--- config.mk ---
export PLATFORM = sky130hd
export DESIGN_NAME = tem_top
export DESIGN_NICKNAME = d
export VERILOG_FILES = /design/src/core/tem_top.v /design/src/core/tem_edge.v
export VERILOG_INCLUDE_DIRS = /design/src /design/src/common
export SDC_FILE = /design/constraint.sdc
export NUM_CORES = 1
export LEC_CHECK = 0
export ABC_CLOCK_PERIOD_IN_PS = 4000
export BUFFER_PORTS_ARGS = -buffer_cell sky130_fd_sc_hd__buf_2
export CAP_MARGIN = 20
export CORE_MARGIN = 4
export CORE_UTILIZATION = 40
export DETAILED_ROUTE_END_ITERATION = 10
export PLACE_DENSITY = 0.75
export SLEW_MARGIN = 20
export SYNTH_ARGS = -nofsm -noshare
export SYNTH_HDL_FRONTEND = slang
export SYNTH_SLANG_ARGS = --single-unit
--- constraint.sdc ---
create_clock -name mclk_in -period 4 [get_ports mclk_in]
set_input_delay 0.6 -clock mclk_in [delete_from_list [all_inputs] [get_ports mclk_in]]
set_output_delay 0.6 -clock mclk_in [all_outputs]
set_load 0.05 [all_outputs]
--- src/common/tem_defs.vh ---
`ifndef TEM_DEFS_VH
`define TEM_DEFS_VH

// Register byte offsets inside the memory-mapped register window
`define TEM_SCI_SELECT_OFF      16'h10E6
`define TEM_INTR_SELECT_OFF     16'h10E7
`define TEM_EXT_CTRL_OFF        16'h10EF

// Reset values
`define TEM_SCI_SELECT_RST      6'h00
`define TEM_INTR_SELECT_RST     6'h00
`define TEM_EXT_CTRL_RST        1'h0

// Event vector positions, shared by both select registers
`define TEM_EV_CAT              5
`define TEM_EV_HOT              4
`define TEM_EV_AUX3             3
`define TEM_EV_AUX2             2
`define TEM_EV_AUX1             1
`define TEM_EV_AUX0             0
`define TEM_EV_W                6

// External sensor control and status fields
`define TEM_EXT_ENABLE_BIT      7
`define TEM_EXT_TTS_BIT         6
`define TEM_EXT_AS1_BIT         5
`define TEM_EXT_AS0_BIT         4
`define TEM_EXT_TI0_BIT         3
`define TEM_EXT_TI1_BIT         2
`define TEM_EXT_ROUTE_BIT       0

`endif

--- src/core/tem_top.v ---
`include "tem_defs.vh"

// Summary of operation
// - Six SCI select bits, bits 5..0 cat/hot/aux3..aux0; set enables SCI.
// - SCI messages go out only while global thermal SCI enable is set.
// - Six interrupt select bits; a set bit makes its trip send interrupts.
// - Enable bit 7 is write-once set, locks lockable bits, reset clears.
// - External trip inputs only reach indicator bits 3 and 2 while the external enable is 0.
// - Low level on an external trip input means an asserted trip.
// - External trips raise the same messages as internal sensor trips.
// - Internal and external throttling requests are combined by OR.
// - Bit 6 picks DRAM throttling at 0, controller throttling at 1.
// - Second input acts as hot trip at bit5=0, aux0 trip at bit5=1.
// - First input acts as catastrophic at bit4=0, hot trip at bit4=1.
// - Read-only trip indicators: bit 3 first input, bit 2 second.
// - Bit 0 routes external trips to sensor set one or set two.
// - Writes to bits 6, 5, 4 and 0 are ignored once locked.
module tem_top
(
    input  wire                    mclk_in,
    input  wire                    rst_in,
    input  wire [15:0]             reg_addr_in,
    input  wire                    reg_wr_in,
    input  wire [7:0]              reg_wdata_in,
    input  wire                    reg_rd_in,
    output reg  [7:0]              reg_rdata_out,
    output reg                     reg_rvalid_out,
    input  wire [`TEM_EV_W-1:0]    int_trip_set1_in,
    input  wire [`TEM_EV_W-1:0]    int_trip_set2_in,
    input  wire                    int_throttle_enable_in,
    input  wire                    first_external_trip_n_in,
    input  wire                    second_external_trip_n_in,
    input  wire                    sci_thermal_enable_in,
    output reg                     sci_msg_out,
    output reg  [`TEM_EV_W-1:0]    sci_event_out,
    output reg                     intr_msg_out,
    output reg  [`TEM_EV_W-1:0]    intr_event_out,
    output reg  [`TEM_EV_W-1:0]    trip_set1_out,
    output reg  [`TEM_EV_W-1:0]    trip_set2_out,
    output reg                     throttle_req_out,
    output reg                     dram_throttle_out,
    output reg                     ctrl_throttle_out
);

    reg  [`TEM_EV_W-1:0] thermal_sci_select;
    reg  [`TEM_EV_W-1:0] thermal_interrupt_select;
    reg                  external_sensor_enable;
    reg                  throttling_type_select;
    reg                  second_input_action_select;
    reg                  first_input_action_select;
    reg                  route_select;
    reg                  first_pin_n;
    reg                  second_pin_n;

    wire                 first_trip;
    wire                 second_trip;
    wire                 ext_any;
    wire [`TEM_EV_W-1:0] ext_ev;
    wire [`TEM_EV_W-1:0] next_set1;
    wire [`TEM_EV_W-1:0] next_set2;
    wire [`TEM_EV_W-1:0] ev_rise;
    wire [`TEM_EV_W-1:0] next_sci_ev;
    wire [`TEM_EV_W-1:0] next_intr_ev;
    wire [7:0]           ext_ctrl_read;
    wire                 wr_sci;
    wire                 wr_intr;
    wire                 wr_ext;
    wire                 next_dram;
    wire                 next_ctrl;

    function hit;
        input [15:0] addr;
        input [15:0] off;
        begin
            hit = (addr == off);
        end
    endfunction

    assign wr_sci  = reg_wr_in & hit(reg_addr_in, `TEM_SCI_SELECT_OFF);
    assign wr_intr = reg_wr_in & hit(reg_addr_in, `TEM_INTR_SELECT_OFF);
    assign wr_ext  = reg_wr_in & hit(reg_addr_in, `TEM_EXT_CTRL_OFF);

    // Pins are registered once so every consumer sees the same sample
    assign first_trip  = external_sensor_enable & ~first_pin_n;
    assign second_trip = external_sensor_enable & ~second_pin_n;
    assign ext_any     = first_trip | second_trip;

    // Both inputs may land on hot; they simply merge
    assign ext_ev[`TEM_EV_CAT]  = first_trip & ~first_input_action_select;
    assign ext_ev[`TEM_EV_HOT]  = (first_trip & first_input_action_select)
                                | (second_trip & ~second_input_action_select);
    assign ext_ev[`TEM_EV_AUX3] = 1'b0;
    assign ext_ev[`TEM_EV_AUX2] = 1'b0;
    assign ext_ev[`TEM_EV_AUX1] = 1'b0;
    assign ext_ev[`TEM_EV_AUX0] = second_trip & second_input_action_select;

    assign next_set1 = int_trip_set1_in
                     | (route_select ? {`TEM_EV_W{1'b0}} : ext_ev);
    assign next_set2 = int_trip_set2_in
                     | (route_select ? ext_ev : {`TEM_EV_W{1'b0}});

    assign next_sci_ev  = ev_rise & thermal_sci_select
                        & {`TEM_EV_W{sci_thermal_enable_in}};
    assign next_intr_ev = ev_rise & thermal_interrupt_select;

    assign next_dram = ext_any & ~throttling_type_select;
    assign next_ctrl = ext_any & throttling_type_select;

    assign ext_ctrl_read = {external_sensor_enable,
                            throttling_type_select,
                            second_input_action_select,
                            first_input_action_select,
                            ~first_pin_n,
                            ~second_pin_n,
                            1'b0,
                            route_select};

    // Edges are taken on the merged view of both sensor sets
    tem_edge u_edge
    (
        .mclk_in  (mclk_in),
        .rst_in   (rst_in),
        .level_in (trip_set1_out | trip_set2_out),
        .rise_out (ev_rise)
    );

    always @(posedge mclk_in)
    begin
        if (rst_in)
        begin
            thermal_sci_select         <= `TEM_SCI_SELECT_RST;
            thermal_interrupt_select   <= `TEM_INTR_SELECT_RST;
            external_sensor_enable     <= `TEM_EXT_CTRL_RST;
            throttling_type_select     <= `TEM_EXT_CTRL_RST;
            second_input_action_select <= `TEM_EXT_CTRL_RST;
            first_input_action_select  <= `TEM_EXT_CTRL_RST;
            route_select               <= `TEM_EXT_CTRL_RST;
        end
        else
        begin
            if (wr_sci)
            begin
                thermal_sci_select <= reg_wdata_in[`TEM_EV_W-1:0];
            end
            if (wr_intr)
            begin
                thermal_interrupt_select <= reg_wdata_in[`TEM_EV_W-1:0];
            end
            if (wr_ext)
            begin
                // The write that sets the enable may still load the fields
                if (reg_wdata_in[`TEM_EXT_ENABLE_BIT])
                begin
                    external_sensor_enable <= 1'b1;
                end
                if (!external_sensor_enable)
                begin
                    throttling_type_select     <=
                        reg_wdata_in[`TEM_EXT_TTS_BIT];
                    second_input_action_select <=
                        reg_wdata_in[`TEM_EXT_AS1_BIT];
                    first_input_action_select  <=
                        reg_wdata_in[`TEM_EXT_AS0_BIT];
                    route_select               <=
                        reg_wdata_in[`TEM_EXT_ROUTE_BIT];
                end
            end
        end
    end

    always @(posedge mclk_in)
    begin
        if (rst_in)
        begin
            first_pin_n       <= 1'b1;
            second_pin_n      <= 1'b1;
            trip_set1_out     <= {`TEM_EV_W{1'b0}};
            trip_set2_out     <= {`TEM_EV_W{1'b0}};
            sci_msg_out       <= 1'b0;
            sci_event_out     <= {`TEM_EV_W{1'b0}};
            intr_msg_out      <= 1'b0;
            intr_event_out    <= {`TEM_EV_W{1'b0}};
            throttle_req_out  <= 1'b0;
            dram_throttle_out <= 1'b0;
            ctrl_throttle_out <= 1'b0;
        end
        else
        begin
            first_pin_n       <= first_external_trip_n_in;
            second_pin_n      <= second_external_trip_n_in;
            trip_set1_out     <= next_set1;
            trip_set2_out     <= next_set2;
            sci_msg_out       <= |next_sci_ev;
            sci_event_out     <= next_sci_ev;
            intr_msg_out      <= |next_intr_ev;
            intr_event_out    <= next_intr_ev;
            throttle_req_out  <= ext_any
                               | (int_throttle_enable_in
                                  & |(int_trip_set1_in
                                      | int_trip_set2_in));
            dram_throttle_out <= next_dram;
            ctrl_throttle_out <= next_ctrl;
        end
    end

    // Register reads answer one cycle later; unmapped offsets read zero
    always @(posedge mclk_in)
    begin
        if (rst_in)
        begin
            reg_rdata_out  <= 8'h00;
            reg_rvalid_out <= 1'b0;
        end
        else
        begin
            reg_rvalid_out <= reg_rd_in;
            if (!reg_rd_in)
            begin
                reg_rdata_out <= 8'h00;
            end
            else if (hit(reg_addr_in, `TEM_SCI_SELECT_OFF))
            begin
                reg_rdata_out <= {2'h0, thermal_sci_select};
            end
            else if (hit(reg_addr_in, `TEM_INTR_SELECT_OFF))
            begin
                reg_rdata_out <= {2'h0, thermal_interrupt_select};
            end
            else if (hit(reg_addr_in, `TEM_EXT_CTRL_OFF))
            begin
                reg_rdata_out <= ext_ctrl_read;
            end
            else
            begin
                reg_rdata_out <= 8'h00;
            end
        end
    end

endmodule // tem_top

--- src/core/tem_edge.v ---
`include "tem_defs.vh"

// Rising edge finder for the event vector; output is registered
module tem_edge
(
    input  wire                    mclk_in,
    input  wire                    rst_in,
    input  wire [`TEM_EV_W-1:0]    level_in,
    output reg  [`TEM_EV_W-1:0]    rise_out
);

    reg [`TEM_EV_W-1:0] last;

    always @(posedge mclk_in)
    begin
        if (rst_in)
        begin
            last     <= {`TEM_EV_W{1'b0}};
            rise_out <= {`TEM_EV_W{1'b0}};
        end
        else
        begin
            last     <= level_in;
            rise_out <= level_in & ~last;
        end
    end

endmodule // tem_edge

==> results of run 1 <==
worst max-delay path by stage:
stage | depth (start not counted) | slack [ns] | to
final | 5 | 2.09 | route_select
after global routing | 5 | 1.88 | thermal_sci_select[3]
after CTS | 5 | 2.09 | route_select
after detailed placement | 5 | 1.73 | throttling_type_select
after global placement | 5 | 1.78 | first_input_action_select
after floorplan | 4 | 1.98 | first_input_action_select
flip-flops by register name, summed over array words and instances, names as in the netlist, 6 cells and up:
register / flops
intr_event_out: 6
reg_rdata_out: 8
sci_event_out: 6
thermal_interrupt_select: 6
thermal_sci_select: 6
trip_set1_out: 6
trip_set2_out: 6
u_edge.last: 6
u_edge.rise_out: 6
worst max-delay path, delay by kind of cell:
family	cells	cell delay, ns
muxes	1	0.16
buffers and inverters	1	0.10
and+or+nand+nor	3	1.27
stage by stage:
stage	setup WS [ns]	instance area, sq um
2_1_floorplan	1.98	2430
3_3_place_gp	1.78	2890
3_5_place_dp	1.73	2890
4_1_cts	2.09	3080
5_1_grt	1.88	3080
6_report	2.09	3080
cell type report:
cell class / instances / area (sq um) / share of cell area [%]
repair buffers: 81 / 405 / 13.2
well taps: 75 / 93.8 / 3.05
clock buffers: 14 / 163 / 5.28
flip-flops and latches: 69 / 1380 / 44.9
multi-input cells: 177 / 990 / 32.2
inverters: 4 / 15.0 / 0.488
clock inverters: 1 / 30.0 / 0.976
report_power, final:
part | internal (uW) | switching [uW]
logic | 34.4 | 69.0
clock network | 320 | 234
registers | 703 | 7.38
total | 1060 | 310
cell usage after synthesis (5+ instances only):
cell type,n
a31oi_1,5
clkbuf_1,10
dfxtp_1,69
nand4_1,12
nand2b_1,11
nor2b_1,10
a21oi_1,17
nor3_1,7
nand2_1,21
nor2_1,34
o21ai_0,22
layer usage:
metal / up-vias / routed length [microns]
met4: 0 / 80
met5: - / 0
met3: 9 / 426
met1: 1030 / 2630
li1: 1072 / -
met2: 71 / 2920
logic make-up after synthesis:
logic type | count (synthesis) | share of synthesized area (%)
DFF | 69 | 56.8
buffers and inverters | 16 | 2.47
and+or+nand+nor | 122 | 27.7
AOI/OAI and AO/OA | 50 | 10.9
muxes | 5 | 2.11
==> summary.md, run 1 <==
| Metric | Value |
|---|---|
| Outcome | complete, no violations |
| CTS tree | built |
| Vias in the first global route | 2093 |
| FF+latch count, synth | 69 |
| WHS | 0.390 ns |
| Fill cells | 559 |
| Htree depth | 3 |
| GR Util met3 | 4.90% |
| I/O pin cnt | 82 |
| Post-synth EDFFs | 0 |
| CP max-delay cell | or4_4 |
| DRT Wirelength | 6.06 mm |
| Cell Chain, Critical Path | buf_2 > or4_4 > nor4_4 > nand3b_2 > mux2i_1 |
| ANT cells | 0 |
| Yosys top cell area share | 56.8% |
| Hold endpoint | u_edge.rise_out[5] |
| First-pass GRT wire length | 9.74 mm |
| Sequential share of the synthesized area | 56.8% |
| Arrival @ worst endpoint | 2.14 ns |
| Max Cap Violations | 0 |
| Cell row count | 28 |
| Clock sinks | 69 |
| # DRC | 0 |
| Worst hold stages | 1 |
| Die width | 86.0 microns |
| Worst clock skew | 0.00463 ns |
| Tightest Pin Transition | 0.987 ns |
| Initial antenna violation count | 0 |
| Net Count, Synth | 306 |
| Reg-to-reg endpoint | route_select |
| Final TNS setup | 0 ns |
| Period utilization | 47.9% |
| CTS root buf | clkbuf_8 |
| Area contributors post-synth | dfxtp_1, nor2_1, o21ai_0 |
| Min-delay src | u_edge.last[5] |
| Crit Reg-Reg Startpoint | external_sensor_enable |
| CTS max path bufs | 2 |
| Leak | 0.00134 uW |
| Vias per cell | 5.18 |
| Post-route ant nets | 0 |
| FFs w/ async S/R, synth | 0% |
| TritonCTS buffer count | 9 |
| Wirelength per Cell | 14.4 microns |
| Fin crit period | 1.91 ns |
| DP Cell Count | 406 |
| Slew Viols, Final | 0 |
| Largest area contributor in the netlist | dfxtp_1 |
| Gp weighted congestion | 0.833 |
| Hold buffers post-CTS | 0 |
| Final hold violation count | 0 |
| Largest net degree at the start of global routing | 60 |
| Synthesis-to-layout area growth | 26.6% |
| Dpl hpwl | 4.40 mm |
| Main synth FF type | dfxtp_1 |
| DRT Pass-1 Iters | 4 |
| Worst-Skew Late Latency | 0.34 ns |
| Clock transition at the registers of the reported paths | 0.07 ns |
| Critical Path RT | 4.22 ns |
| Warnings, synthesis | 0 |
| Core footprint | 5920 sq um |
| Via Count | 2182 |
| R2r setup slk | 3.00 ns |
| Mapped Area | 2430 sq um |
| Post-CTS setup buffer count | 0 |
| Layout Cells excl Fill | 421 |
| GR Util met2 | 28.3% |
| Post-Syn Instances | 262 |
| Average cell area after synthesis | 9.28 sq um |
| Final net count | 386 |
| Peak VDD IR | 251 uV |
| Met1 usage | 20.2% |
| Achievable Freq | 522 MHz |
| Total gr overflow | 0 |
| RSZ-0062 raised after global routing | false |
| Slew margin rel. | 34.2% |
| PwrDens | 444 nW/um^2 |
| Crit path kind | in -> reg |
| Total power | 1370 uW |
| Busiest grt layer | met2 |
| CP startpoint | reg_addr_in[9] |
| Input/output buffers | 81 |
| Setup crit end kind | flip-flop |
| Most frequent cells in the layout | buf_2, dfxtp_1, nor2_1, o21ai_0, nand2_1 |
| CP Max Fanout | 9 |
| Type of origin of the critical path | input pin |
| Hold Path Class | reg -> reg |
| Synth unique cells | 33 |
| Most common cell after layout, fill and taps aside | buf_2 |
| Initial core utilization | 41.1% |
| Die H | 86.0 microns |
| Layout cell share with drive strength beyond 1 | 28.9% |
| Die footprint | 7390 sq um |
| Initial DRC Count | 155 |
| Util after Layout | 52.0% |
| R2r worst-path depth | 2 |
| Final setup fails | 0 |
| Post-CTS resize count | 0 |
| GR Util All Layers | 16.9% |
| Max incr delay on CP | 0.55 ns |
No activity file was read; power rests on OpenSTA's default activity.
==> run 2: changes to the inputs <==
--- a/config.mk
+++ b/config.mk
@@ -6,13 +6,13 @@
 export SDC_FILE = /design/constraint.sdc
 export NUM_CORES = 1
 export LEC_CHECK = 0
-export ABC_CLOCK_PERIOD_IN_PS = 4000
+export ABC_CLOCK_PERIOD_IN_PS = 1700
 export BUFFER_PORTS_ARGS = -buffer_cell sky130_fd_sc_hd__buf_2
 export CAP_MARGIN = 20
 export CORE_MARGIN = 4
 export CORE_UTILIZATION = 40
 export DETAILED_ROUTE_END_ITERATION = 10
-export PLACE_DENSITY = 0.75
+export PLACE_DENSITY = 0.77
 export SLEW_MARGIN = 20
 export SYNTH_ARGS = -nofsm -noshare
 export SYNTH_HDL_FRONTEND = slang
==> constraint.sdc (replaced) <==
create_clock -name mclk_in -period 1.7 [get_ports mclk_in]
set_input_delay 0.255 -clock mclk_in [delete_from_list [all_inputs] [get_ports mclk_in]]
set_output_delay 0.255 -clock mclk_in [all_outputs]
set_load 0.05 [all_outputs]
==> run 2 against run 1 <==
Effect of this change: die area unchanged; wire length decreased by 2.7%; combinational power increased by 140%; critical endpoint is now reg_rdata_out[2]; non-clock buffer count grew 8; cell area up 2.2%.
==> summary.md, run 2 (same netlist as run 1, synthesis figures left out) <==
| Metric | Value |
|---|---|
| Outcome | complete, no violations (unchanged) |
| R2r worst-path depth | 2 (unchanged) |
| Worst hold stages | 2 (was 1) |
| Dpl hpwl | 4.60 mm (was 4.40 mm) |
| Layout cell share with drive strength beyond 1 | 31.3% (was 28.9%) |
| DRT Pass-1 Iters | 4 (unchanged) |
| Vias per cell | 5.09 (was 5.18) |
| GR Util All Layers | 16.7% (was 16.9%) |
| Most frequent cells in the layout | buf_2, dfxtp_1, nor2_1, o21ai_0, nand2_1 (unchanged) |
| Cell family with most CP delay | simple AND/OR/NAND/NOR gates (unchanged) |
| Setup crit end kind | flip-flop (unchanged) |
| First-pass GRT wire length | 9.63 mm (was 9.74 mm) |
| DRT Wirelength | 5.90 mm (was 6.06 mm) |
| Hold buffers post-CTS | 0 (unchanged) |
| Most common cell after layout, fill and taps aside | buf_2 (unchanged) |
| Top routing layer in use | met4 (unchanged) |
| I/O pin cnt | 82 (unchanged) |
| Post-CTS setup buffer count | 0 (unchanged) |
| CTS tree | built (unchanged) |
| Largest net degree at the start of global routing | 26 (was 60) |
| DP Cell Count | 414 (was 406) |
| Fill cells | 548 (was 559) |
| Slew Viols, Final | 0 (unchanged) |
| TritonCTS buffer count | 9 (unchanged) |
| Initial antenna violation count | 0 (unchanged) |
| Arrival @ worst endpoint | 1.63 ns (was 2.14 ns) |
| Die width | 86.0 microns (unchanged) |
| Largest register by flop count | reg_rdata_out (unchanged) |
| Metal2 WL | 2.84 mm (was 2.92 mm) |
| ANT cells | 0 (unchanged) |
| Final WS setup | 0.345 ns (was 2.09 ns) |
| Final net count | 394 (was 386) |
| Worst path depth | 6 (was 5) |
| Cell Chain, Critical Path | buf_2 > or4_4 > nor4_4 > buf_4 > nand2b_1 > a21oi_1 (was buf_2 > or4_4 > nor4_4 > nand3b_2 > mux2i_1) |
| R2r setup slk | 0.69 ns (was 3.00 ns) |
| Final TNS setup | 0 ns (unchanged) |
| Synthesis-to-layout area growth | 29.4% (was 26.6%) |
| Util after Layout | 53.1% (was 52.0%) |
| Initial core utilization | 41.1% (unchanged) |
| Total gr overflow | 0 (unchanged) |
| Fin crit period | 1.36 ns |
| Hold Path Class | in -> reg (was reg -> reg) |
| # DRC | 0 (unchanged) |
| Period utilization | 79.7% |
| Initial DRC Count | 199 (was 155) |
| Clock sinks | 69 (unchanged) |
| Worst clock skew | 0.00852 ns (was 0.00463 ns) |
| WHS | 0.0891 ns (was 0.390 ns) |
| Min-delay src | first_external_trip_n_in (was u_edge.last[5]) |
| Input/output buffers | 81 (unchanged) |
| Peak VDD IR | 855 uV (was 251 uV) |
| Worst-Skew Late Latency | 0.34 ns (about the same) |
| Hold endpoint | first_pin_n (was u_edge.rise_out[5]) |
| Reg-to-reg endpoint | first_input_action_select (was route_select) |
| Die footprint | 7390 sq um (unchanged) |
| Routed wl met3 | 555 microns (was 426 microns) |
| Max Cap Violations | 0 (unchanged) |
| CP max-delay cell | or4_4 (unchanged) |
| Max reg flops | 8 (unchanged) |
| PwrDens | 1030 nW/um^2 (was 444 nW/um^2) |
| Crit path kind | in -> reg (unchanged) |
| Cell row count | 28 (unchanged) |
| CP Max Fanout | 8 (was 9) |
| DP Worst Slack | -0.00974 ns (was 1.73 ns) |
| Type of origin of the critical path | input pin (unchanged) |
| Htree depth | 3 (unchanged) |
| Leak | 0.00138 uW (was 0.00134 uW) |
| Gp weighted congestion | 0.901 (was 0.833) |
| Tightest Pin Transition | 0.448 ns (was 0.987 ns) |
| Post-route ant nets | 0 (unchanged) |
| Met1 WL | 2.44 mm (was 2.63 mm) |
| Clock transition at the registers of the reported paths | 0.07 ns (about the same) |
| Crit Reg-Reg Startpoint | external_sensor_enable (unchanged) |
| Core footprint | 5920 sq um (unchanged) |
| Slew margin rel. | 69.7% (was 34.2%) |
| Achievable Freq | 738 MHz |
| Wirelength per Cell | 13.7 microns (was 14.4 microns) |
| Via Count | 2188 (was 2182) |
| Vias in the first global route | 2097 (was 2093) |
| Final hold violation count | 0 (unchanged) |
| CTS root buf | clkbuf_8 (unchanged) |
| Post-CTS resize count | 0 (unchanged) |
| CTS max path bufs | 2 (unchanged) |
| Critical path buffer and inverter count | 2 (was 1) |
| Critical Path RT | 1.97 ns (was 4.22 ns) |
| Final setup fails | 0 (unchanged) |
| Max incr delay on CP | 0.55 ns (about the same) |
| Die H | 86.0 microns (unchanged) |
| RSZ-0062 raised after global routing | false (unchanged) |
| Layout Cells excl Fill | 430 (was 421) |
run 2: cell count changes in the layout (fill, tap and decap cells not counted):
cell / before / now
buf_4: 0 / 8
clkbuf_1: 3 / 1
clkinvlp_4: 0 / 2
clkbuf_8: 11 / 10
clkinv_2: 0 / 1
inv_6: 0 / 1
run 2: final cells by class:
| type | count | area [sq um] | share of cell area [%] |
|---|---|---|---|
| Tap cell | 75 | 93.8 | 2.98 |
| Inverter | 4 | 15.0 | 0.477 |
| Multi-Input combinational cell | 177 | 990 | 31.5 |
| Clock buffer | 11 | 141 | 4.49 |
| Timing Repair Buffer | 89 | 465 | 14.8 |
| Sequential cell | 69 | 1380 | 43.9 |
| Clock inverter | 5 | 58.8 | 1.87 |
run 2: worst max-delay path by stage:
stage,start,end,slack [ns]
after floorplan,reg_addr_in[9],first_input_action_select,0.02
after global placement,reg_addr_in[9],first_input_action_select,0.02
after detailed placement,reg_addr_in[9],reg_rdata_out[4],-0.01
after CTS,reg_addr_in[9],reg_rdata_out[2],0.34
after global routing,reg_addr_in[14],thermal_interrupt_select[5],0.26
final,reg_addr_in[9],reg_rdata_out[2],0.34
run 2: report_power, final:
group	internal, uW	switching (uW)
clock	719	586
combinational	86.5	163
sequential	1650	17.0
total	2460	766
run 2: worst register-to-register path, delay by kind of cell (launching register included):
kind | cells | cell delay (ns)
flops | 1 | 0.49
mux | 1 | 0.20
simple gates | 1 | 0.25
run 2: layer usage:
layer	vias to the layer above	GRT usage (%)
met1	992	19.8
met4	0	5.61
met5	-	0
met3	6	7.11
li1	1093	-
met2	97	27.2
run 2: per-stage QoR:
stage               area [sq um]  total power (uW)
finish                      3150              3230
global route                3150              3370
CTS                         3150              3270
detailed placement          2950              1960
global placement            2950              1950
floorplan                   2430              1850
